<file path="src/common/ccr_consts.vh">
// Offsets, field positions, reset values and step sizes for the clock
// output configuration registers. Definitions only.
`ifndef CCR_CONSTS_VH
`define CCR_CONSTS_VH

// ----------------------------------------
// Register offsets
// ----------------------------------------
`define CCR_CHAN_BASE 8'h24
`define CCR_CHAN_STRIDE 8'h08
`define CCR_PHASE_HI_OFS 8'h01
`define CCR_CHAN_CTRL_OFS 8'h02
`define CCR_OUT_ADDRS {8'h41, 8'h40, 8'h39, 8'h38, 8'h32, 8'h31, 8'h30, 8'h2a, 8'h29, 8'h28}
`define CCR_VCXO_OUT_ADDR 8'h4b
`define CCR_ENABLE_ADDR 8'h58

// ----------------------------------------
// Field positions
// ----------------------------------------
`define CCR_CHAN_PD_BIT 7
`define CCR_PHASE_LSB_BIT 0
`define CCR_EN_VCXO_BIT 5
`define CCR_EN_CHAN_TOP_BIT 4
`define CCR_OUT_PD_BIT 7
`define CCR_OUT_STYLE_BIT 4
`define CCR_VCXO_STYLE_LSB 4
`define CCR_AMP_LSB 2

// ----------------------------------------
// Writable masks and reset values
// ----------------------------------------
`define CCR_MASK_PHASE_HI 8'hff
`define CCR_MASK_CHAN_CTRL 8'h81
`define CCR_MASK_ENABLE 8'h3e
`define CCR_MASK_CLK_OUT 8'h9c
`define CCR_MASK_VCXO_OUT 8'hbc
`define CCR_RST_PHASE_HI 8'h00
`define CCR_RST_CHAN_CTRL 8'h00
`define CCR_RST_ENABLE 8'h00
`define CCR_RST_CLK_OUT 8'h04
`define CCR_RST_VCXO_OUT 8'h20

// ----------------------------------------
// Phase delay step per VCO, in ps
// ----------------------------------------
`define CCR_STEP_PS_VCO0 8'ha9
`define CCR_STEP_PS_VCO1 8'hcb

`endif

</file>
<file path="src/rtl/ccr_reg8.v">
// One 8-bit configuration register with a writable-bit mask.
// Assumes a synchronous write strobe with address and data on the same edge.
`timescale 1ns/1ps
`include "ccr_consts.vh"

module ccr_reg8 #(
   parameter [7:0] ADDR = 8'h00,
   parameter [7:0] MASK = 8'hff,
   parameter [7:0] RST = 8'h00
) (
   // Clock and reset
   input wire clk_sys_in,
   input wire srst_in,
   // Register port
   input wire wr_en_in,
   input wire [7:0] addr_in,
   input wire [7:0] wdata_in,
   // Register state
   output wire hit_out,
   output wire [7:0] value_out
);

   reg [7:0] value_ff;

   assign hit_out = (addr_in == ADDR);
   assign value_out = value_ff;

   // ----------------------------------------
   // Storage
   // ----------------------------------------
   always @(posedge clk_sys_in) begin
      if (srst_in) begin
         value_ff <= RST;
      end else if (wr_en_in && hit_out) begin
         value_ff <= wdata_in & MASK;
      end
   end

endmodule // ccr_reg8

</file>
<file path="src/rtl/ccr_config_regs.v">
// Configuration register bank for the clock channels and their outputs.
// Assumes a host bridge that presents single-cycle byte writes and reads
// synchronous to clk_sys_in; the VCO select comes from the synthesizer core.
//
// What this block does
// - With VCO 0 selected, a channel delays by its 9-bit phase setting times 169 ps, zero meaning no delay.
// - With VCO 1 selected, the same setting gives a delay of the setting times 203 ps.
// - A channel power-down bit set to 1 powers the whole channel down, defaulting to 0.
// - A channel enable of 0 holds all its outputs low, 1 enables them, default disabled; the VCXO output alike.
// - Each clock output has a power-down bit, 1 powering it down, default 0.
// - The VCXO output has its own power-down bit, default 0, 1 powering it down.
// - A clock output format bit selects LVDS at 0, the default, and LVPECL at 1.
// - The VCXO format selects LVDS at 00, LVPECL at 01, complementary LVCMOS at 1x, default 10.
// - A 2-bit amplitude picks 350, 500, 700 or 850 mV; clock outputs default 01, VCXO 00.
// - Channel power-down and phase LSB share a third channel register, the upper eight bits another.
// - The VCXO and four channel enables occupy bits 5 to 1 of one shared register.
`timescale 1ns/1ps
`include "ccr_consts.vh"

module ccr_config_regs #(
   parameter NUM_CHAN = 4,
   parameter NUM_OUT = 10
) (
   // Clock and reset
   input wire clk_sys_in,
   input wire srst_in,
   // Configuration port
   input wire wr_en_in,
   input wire rd_en_in,
   input wire [7:0] addr_in,
   input wire [7:0] wdata_in,
   output reg [7:0] rdata_out,
   output reg rd_valid_out,
   // Synthesizer state
   input wire vco1_select_in,
   // Channel controls
   output reg [9*NUM_CHAN-1:0] chan_phase_out,
   output reg [17*NUM_CHAN-1:0] chan_delay_ps_out,
   output reg [NUM_CHAN-1:0] channel_power_down_out,
   output reg [NUM_CHAN-1:0] chan_output_enable_out,
   // Clock output controls
   output reg [NUM_OUT-1:0] output_power_down_out,
   output reg [NUM_OUT-1:0] output_lvpecl_out,
   output reg [2*NUM_OUT-1:0] output_amplitude_out,
   output reg [NUM_OUT-1:0] channel_clock_output_active_out,
   // VCXO output controls
   output reg vcxo_output_enable_out,
   output reg vcxo_output_power_down_out,
   output reg vcxo_lvpecl_out,
   output reg vcxo_lvcmos_out,
   output reg [1:0] vcxo_amplitude_out,
   output reg vcxo_clock_output_active_out
);

   // ----------------------------------------
   // Register map layout
   // ----------------------------------------
   localparam NUM_REG = 2 * NUM_CHAN + NUM_OUT + 2;
   localparam IDX_OUT = 2 * NUM_CHAN;
   localparam IDX_VCXO = IDX_OUT + NUM_OUT;
   localparam IDX_EN = IDX_VCXO + 1;
   localparam [79:0] OUT_ADDRS = `CCR_OUT_ADDRS;
   // Channel owning each clock output: A0-A2, B0-B2, C0-C1, D0-D1
   localparam [19:0] OUT_CHAN = {2'd3, 2'd3, 2'd2, 2'd2, 2'd1, 2'd1, 2'd1, 2'd0, 2'd0, 2'd0};

   wire [NUM_REG-1:0] hit;
   wire [8*NUM_REG-1:0] vals;
   wire [7:0] en_reg;
   wire [7:0] vcxo_reg;

   assign en_reg = vals[8*IDX_EN +: 8];
   assign vcxo_reg = vals[8*IDX_VCXO +: 8];

   // ----------------------------------------
   // Channel registers
   // ----------------------------------------
   genvar gi;
   generate
      for (gi = 0; gi < NUM_CHAN; gi = gi + 1) begin : g_chan
         localparam [31:0] CH_BASE_W = `CCR_CHAN_BASE + gi * `CCR_CHAN_STRIDE;
         localparam [7:0] CH_BASE = CH_BASE_W[7:0];
         ccr_reg8 #(
            .ADDR(CH_BASE + `CCR_PHASE_HI_OFS),
            .MASK(`CCR_MASK_PHASE_HI),
            .RST(`CCR_RST_PHASE_HI)
         ) u_phase_hi (
            .clk_sys_in(clk_sys_in),
            .srst_in(srst_in),
            .wr_en_in(wr_en_in),
            .addr_in(addr_in),
            .wdata_in(wdata_in),
            .hit_out(hit[gi]),
            .value_out(vals[8*gi +: 8])
         );
         ccr_reg8 #(
            .ADDR(CH_BASE + `CCR_CHAN_CTRL_OFS),
            .MASK(`CCR_MASK_CHAN_CTRL),
            .RST(`CCR_RST_CHAN_CTRL)
         ) u_ctrl (
            .clk_sys_in(clk_sys_in),
            .srst_in(srst_in),
            .wr_en_in(wr_en_in),
            .addr_in(addr_in),
            .wdata_in(wdata_in),
            .hit_out(hit[NUM_CHAN + gi]),
            .value_out(vals[8*(NUM_CHAN + gi) +: 8])
         );
      end
   endgenerate

   // ----------------------------------------
   // Clock output registers
   // ----------------------------------------
   generate
      for (gi = 0; gi < NUM_OUT; gi = gi + 1) begin : g_out
         ccr_reg8 #(
            .ADDR(OUT_ADDRS[8*gi +: 8]),
            .MASK(`CCR_MASK_CLK_OUT),
            .RST(`CCR_RST_CLK_OUT)
         ) u_out (
            .clk_sys_in(clk_sys_in),
            .srst_in(srst_in),
            .wr_en_in(wr_en_in),
            .addr_in(addr_in),
            .wdata_in(wdata_in),
            .hit_out(hit[IDX_OUT + gi]),
            .value_out(vals[8*(IDX_OUT + gi) +: 8])
         );
      end
   endgenerate

   // ----------------------------------------
   // VCXO output and enable registers
   // ----------------------------------------
   // format default 10
   ccr_reg8 #(
      .ADDR(`CCR_VCXO_OUT_ADDR),
      .MASK(`CCR_MASK_VCXO_OUT),
      .RST(`CCR_RST_VCXO_OUT)
   ) u_vcxo (
      .clk_sys_in(clk_sys_in),
      .srst_in(srst_in),
      .wr_en_in(wr_en_in),
      .addr_in(addr_in),
      .wdata_in(wdata_in),
      .hit_out(hit[IDX_VCXO]),
      .value_out(vals[8*IDX_VCXO +: 8])
   );

   ccr_reg8 #(
      .ADDR(`CCR_ENABLE_ADDR),
      .MASK(`CCR_MASK_ENABLE),
      .RST(`CCR_RST_ENABLE)
   ) u_enable (
      .clk_sys_in(clk_sys_in),
      .srst_in(srst_in),
      .wr_en_in(wr_en_in),
      .addr_in(addr_in),
      .wdata_in(wdata_in),
      .hit_out(hit[IDX_EN]),
      .value_out(vals[8*IDX_EN +: 8])
   );

   // ----------------------------------------
   // Read-back
   // ----------------------------------------
   reg [7:0] nxt_rdata;
   integer ri;

   always @* begin
      nxt_rdata = 8'h00;
      for (ri = 0; ri < NUM_REG; ri = ri + 1) begin
         if (hit[ri]) begin
            nxt_rdata = nxt_rdata | vals[8*ri +: 8];
         end
      end
   end

   always @(posedge clk_sys_in) begin
      if (srst_in) begin
         rdata_out <= 8'h00;
         rd_valid_out <= 1'b0;
      end else begin
         rd_valid_out <= rd_en_in;
         if (rd_en_in) begin
            rdata_out <= nxt_rdata;
         end
      end
   end

   // ----------------------------------------
   // Channel control outputs
   // ----------------------------------------
   integer ci;

   always @(posedge clk_sys_in) begin
      if (srst_in) begin
         chan_phase_out <= {9*NUM_CHAN{1'b0}};
         chan_delay_ps_out <= {17*NUM_CHAN{1'b0}};
         channel_power_down_out <= {NUM_CHAN{1'b0}};
         chan_output_enable_out <= {NUM_CHAN{1'b0}};
      end else begin
         for (ci = 0; ci < NUM_CHAN; ci = ci + 1) begin
            chan_phase_out[9*ci +: 9] <= {vals[8*ci +: 8], vals[8*(NUM_CHAN + ci) + `CCR_PHASE_LSB_BIT]};
            chan_delay_ps_out[17*ci +: 17] <= {8'h00, vals[8*ci +: 8], vals[8*(NUM_CHAN + ci) + `CCR_PHASE_LSB_BIT]}
               * {9'h000, (vco1_select_in ? `CCR_STEP_PS_VCO1 : `CCR_STEP_PS_VCO0)};
            channel_power_down_out[ci] <= vals[8*(NUM_CHAN + ci) + `CCR_CHAN_PD_BIT];
            chan_output_enable_out[ci] <= en_reg[`CCR_EN_CHAN_TOP_BIT - ci];
         end
      end
   end

   // ----------------------------------------
   // Clock output controls
   // ----------------------------------------
   integer oi;

   always @(posedge clk_sys_in) begin
      if (srst_in) begin
         output_power_down_out <= {NUM_OUT{1'b0}};
         output_lvpecl_out <= {NUM_OUT{1'b0}};
         output_amplitude_out <= {NUM_OUT{2'b01}};
         channel_clock_output_active_out <= {NUM_OUT{1'b0}};
      end else begin
         for (oi = 0; oi < NUM_OUT; oi = oi + 1) begin
            output_power_down_out[oi] <= vals[8*(IDX_OUT + oi) + `CCR_OUT_PD_BIT];
            output_lvpecl_out[oi] <= vals[8*(IDX_OUT + oi) + `CCR_OUT_STYLE_BIT];
            output_amplitude_out[2*oi +: 2] <= vals[8*(IDX_OUT + oi) + `CCR_AMP_LSB +: 2];
            channel_clock_output_active_out[oi] <= en_reg[`CCR_EN_CHAN_TOP_BIT - OUT_CHAN[2*oi +: 2]]
               & ~vals[8*(NUM_CHAN + OUT_CHAN[2*oi +: 2]) + `CCR_CHAN_PD_BIT]
               & ~vals[8*(IDX_OUT + oi) + `CCR_OUT_PD_BIT];
         end
      end
   end

   // ----------------------------------------
   // VCXO output controls
   // ----------------------------------------
   always @(posedge clk_sys_in) begin
      if (srst_in) begin
         vcxo_output_enable_out <= 1'b0;
         vcxo_output_power_down_out <= 1'b0;
         vcxo_lvpecl_out <= 1'b0;
         vcxo_lvcmos_out <= 1'b1;
         vcxo_amplitude_out <= 2'b00;
         vcxo_clock_output_active_out <= 1'b0;
      end else begin
         vcxo_output_enable_out <= en_reg[`CCR_EN_VCXO_BIT];
         vcxo_output_power_down_out <= vcxo_reg[`CCR_OUT_PD_BIT];
         vcxo_lvpecl_out <= (vcxo_reg[`CCR_VCXO_STYLE_LSB +: 2] == 2'b01);
         vcxo_lvcmos_out <= vcxo_reg[`CCR_VCXO_STYLE_LSB + 1];
         vcxo_amplitude_out <= vcxo_reg[`CCR_AMP_LSB +: 2];
         vcxo_clock_output_active_out <= en_reg[`CCR_EN_VCXO_BIT] & ~vcxo_reg[`CCR_OUT_PD_BIT];
      end
   end

endmodule // ccr_config_regs

</file>
<file path="config.mk">
export PLATFORM = sky130hd
export DESIGN_NAME = ccr_config_regs
export DESIGN_NICKNAME = d
export VERILOG_FILES = /design/src/rtl/ccr_reg8.v /design/src/rtl/ccr_config_regs.v
export VERILOG_INCLUDE_DIRS = /design/src /design/src/common
export SDC_FILE = /design/constraint.sdc
export NUM_CORES = 1
export LEC_CHECK = 0
export ABC_AREA = 1
export BUFFER_PORTS_ARGS = -buffer_cell sky130_fd_sc_hd__clkbuf_2
export CAP_MARGIN = 20
export CORE_MARGIN = 10
export CORE_UTILIZATION = 50
export CTS_CLUSTER_DIAMETER = 100
export DETAILED_ROUTE_END_ITERATION = 7
export MAX_ROUTING_LAYER = met4
export PLACE_DENSITY = 0.8
export SLEW_MARGIN = 20
export SYNTH_ARGS = -nofsm -noshare
export SYNTH_HDL_FRONTEND = slang
export SYNTH_SLANG_ARGS = --single-unit
</file>
<file path="constraint.sdc">
create_clock -name clk_sys_in -period 10.2 [get_ports clk_sys_in]
set_input_delay 0.51 -clock clk_sys_in [delete_from_list [all_inputs] [get_ports clk_sys_in]]
set_output_delay 0.51 -clock clk_sys_in [all_outputs]
set_load 0.02 [all_outputs]
</file>
==> out/results.ini <==
[setup_path]
rrSetupSlack_ps = 6070
worstPathRequired_ps = 10650
cp_max_fo = 6
r2r_end = chan_delay_ps_out[48]
worstSetupEndpointType = flip-flop
cp_num_buf_inv = 3
path_depth = 16
critPathArrivalTime_ps = 4580
critical_path_class = reg2reg
path_cells = inv_1, nor2_1, fa_1, fa_1, inv_1, fa_1, inv_1, fa_1, ha_1, nand2_1, o21ai_0, nand2_1, nand3_1, nand2_1, nand2_1, nor2_1
critical_path.slowest_cell = dfxtp_1
reg2reg_depth = 16
startpoint_type = flip-flop
cp_slowest_stage_delay_ps = 520
startpoint = g_chan[2].u_phase_hi.value_out[2]
critical_path.top_delay_family = adder cells
r2r-start = g_chan[2].u_phase_hi.value_out[2]

[floorplanning]
io_pins = 199
die-area_um2 = 38200
die_x_um = 195
initial_core_util = 0.504
die_h_um = 195
core_area_um2 = 30500
rows = 64

[sta]
fmax_mhz = 242
post-route-min-period_ps = 4130
setup_viol = 0
finalHoldViolCount = 0
worstMarginPinSlew_ps = 1100
clock_skew_ps = 13.8
slew_viol_final = 0
period_share = 0.405
grt_setup_unrepaired = false
finalSetupTns_ps = 0
slew_headroom = 0.267

[yosys]
synthCells = 1883
synth_area_um2 = 15400
synth.distinct_cells = 37
yosysWarnings = 0
synthArstFlopShare = 0
yosys_register_bits = 264
postSynthAreaPerCell_um2 = 8.17
ys.flop_type = dfxtp_1
synthTopCellsByArea = dfxtp_1, ha_1, fa_1, nor2_1, inv_1
synth_commonest_cells = nor2_1, inv_1, dfxtp_1
yosysTopAreaCellShare = 0.343
synth_edf_count = 0
ys_seq_area_frac = 0.343
yosysMostFrequentCell = nor2_1
synth_top_area_cell = dfxtp_1

[clocking]
clock-sinks = 264
clock-root-buffer = clkbuf_16
cts_hold_buf = 0
cts_setup_buffers = 0
cts_tree = built
numCtsBuffers = 29
clk_pin_slew_ps = 60
clkLatencyLatePin_ps = 560
cts_buffer_depth = 3
htree_num_levels = 1
post_cts_resized = 0

[detailed_routing]
vias = 13200
vias_per_cell = 5.34
drt-pass1-iter-count = 6
drc_errors = 0
wire_per_inst_um = 17.5
postRouteAntennaNets = 0
drtIter0Drc = 1293
drt-total-wl_um = 43200

[final_layout]
drive_gt1_frac = 0.141
fin_util = 0.577
final_nets = 2343
n_fill_cell = 2761
area_growth_pct = 14.4

[global_route]
grt_util_all_layers = 0.228
grt_pass1_wl_um = 69600
grt_max_degree = 120
antenna_found_initial = 2
overflow = 0
grt_pass1_vias = 13200

[worst_hold_path]
min_path_cells = 3
hp-start = wdata_in[6]
hold_class = in2reg
hold_end = g_chan[2].u_phase_hi.value_out[6]

[placement]
hpwl_um = 33200
place_congestion = 0.929
io_buffers = 198

[run_status]
status = finished clean

[power_and_ir_drop]
p_leak_nw = 9.19
ir_drop_mv = 0.139
cellPowerDensity_nw_per_um2 = 126

[run]
cap_violations = 0

[power by group]
part / total [W] / switching (W) / internal [W]
clock: 0.00109 / 0.000442 / 0.000653
combinational: 0.0000913 / 0.0000698 / 0.0000215
sequential: 0.00104 / 0.00000357 / 0.00104
[cell usage in the layout, fill, tap and decap left out, types with 3 or more instances in the layout]
| master | n |
|---|---|
| or2_2 | 9 |
| a21o_1 | 5 |
| o21a_1 | 3 |
| conb_1 | 4 |
| nor4_1 | 5 |
| buf_4 | 5 |
| fa_1 | 96 |
| clkbuf_2 | 197 |
| o211ai_1 | 3 |
| a211oi_1 | 3 |
| nand3_1 | 118 |
| clkbuf_8 | 8 |
| clkinvlp_4 | 5 |
| dfxtp_1 | 264 |
| o22ai_1 | 6 |
| inv_1 | 265 |
| a21oi_1 | 161 |
| o21ai_1 | 6 |
| nand3_2 | 8 |
| clkbuf_16 | 29 |
| clkinv_2 | 3 |
| nor2_1 | 267 |
| nand2_1 | 245 |
| nor2_2 | 4 |
| nand2_2 | 5 |
| bufinv_16 | 3 |
| ha_1 | 172 |
| o21ai_0 | 135 |
| xnor2_1 | 5 |
| nand4_1 | 10 |
| nand2_4 | 3 |
| inv_2 | 3 |
[routing by layer]
metal / part of all wire / GRT usage / vias to the layer above
met2: 0.47 / 0.368 / 573
li1: - / - / 6380
met5: 0 / - / -
met4: 0.036 / 0.0803 / 0
met1: 0.41 / 0.282 / 6145
met3: 0.085 / 0.0384 / 103
[worst min-delay path: stages]
cell and delay, ps:
clkbuf_2 170, o21ai_2 70, a21oi_1 100
[how the worst max path moves through the flow]
stage                                 end  slack [ps]
floorplan           chan_delay_ps_out[13]        6010
global placement    chan_delay_ps_out[46]        5680
detailed placement  chan_delay_ps_out[48]        5580
CTS                 chan_delay_ps_out[48]        6130
global route        chan_delay_ps_out[48]        5790
finish              chan_delay_ps_out[48]        6070
[per-stage QoR]
step / hold WS, ps / instances / total power [W] / setup WS [ps] / area [um^2]
final: 328 / 2472 / 0.00222 / 6070 / 17600
after global placement: 429 / 2419 / 0.00115 / 5680 / 16600
after floorplan: 393 / 1886 / 0.00112 / 6010 / 15400
after global routing: 332 / 2472 / 0.00229 / 5790 / 17600
after detailed placement: 440 / 2419 / 0.00115 / 5580 / 16600
after CTS: 312 / 2470 / 0.00224 / 6130 / 17600
[registers in the layout (all words and copies together) (netlist names), 8 cells and up]
name                             flops
chan_delay_ps_out                   64
g_out.u_out.value_out               40
chan_phase_out                      36
g_chan.u_phase_hi.value_out         32
output_amplitude_out                20
channel_clock_output_active_out     10
output_lvpecl_out                   10
output_power_down_out               10
g_chan.u_ctrl.value_out              8
rdata_out                            8
[kinds of logic (layout without fill, tap and decap cells)]
group	Yosys count	in the layout	share of synthesized area
buffers and inverters	334	522	0.0866
and+or+nand+nor	685	685	0.192
adders and majority gates	268	268	0.265
other	1	6	0.000244
DFF	264	264	0.343
xor gates and xnor gates	5	5	0.00285
AOI/OAI and AO/OA	326	326	0.110
[area by class of cell]
class                           instances  area, um^2  area share
Antenna cell                            2        5.00    0.000284
Timing Repair Buffer                  202        1020      0.0582
Clock inverter                         12         155     0.00882
Clock buffer                           39         843      0.0479
Tap cell                              396         495      0.0282
Sequential cell                       264        5290       0.300
Multi-Input combinational cell       1288        8780       0.499
Inverter                              269        1010      0.0574
(Power assumes the default switching activity.)
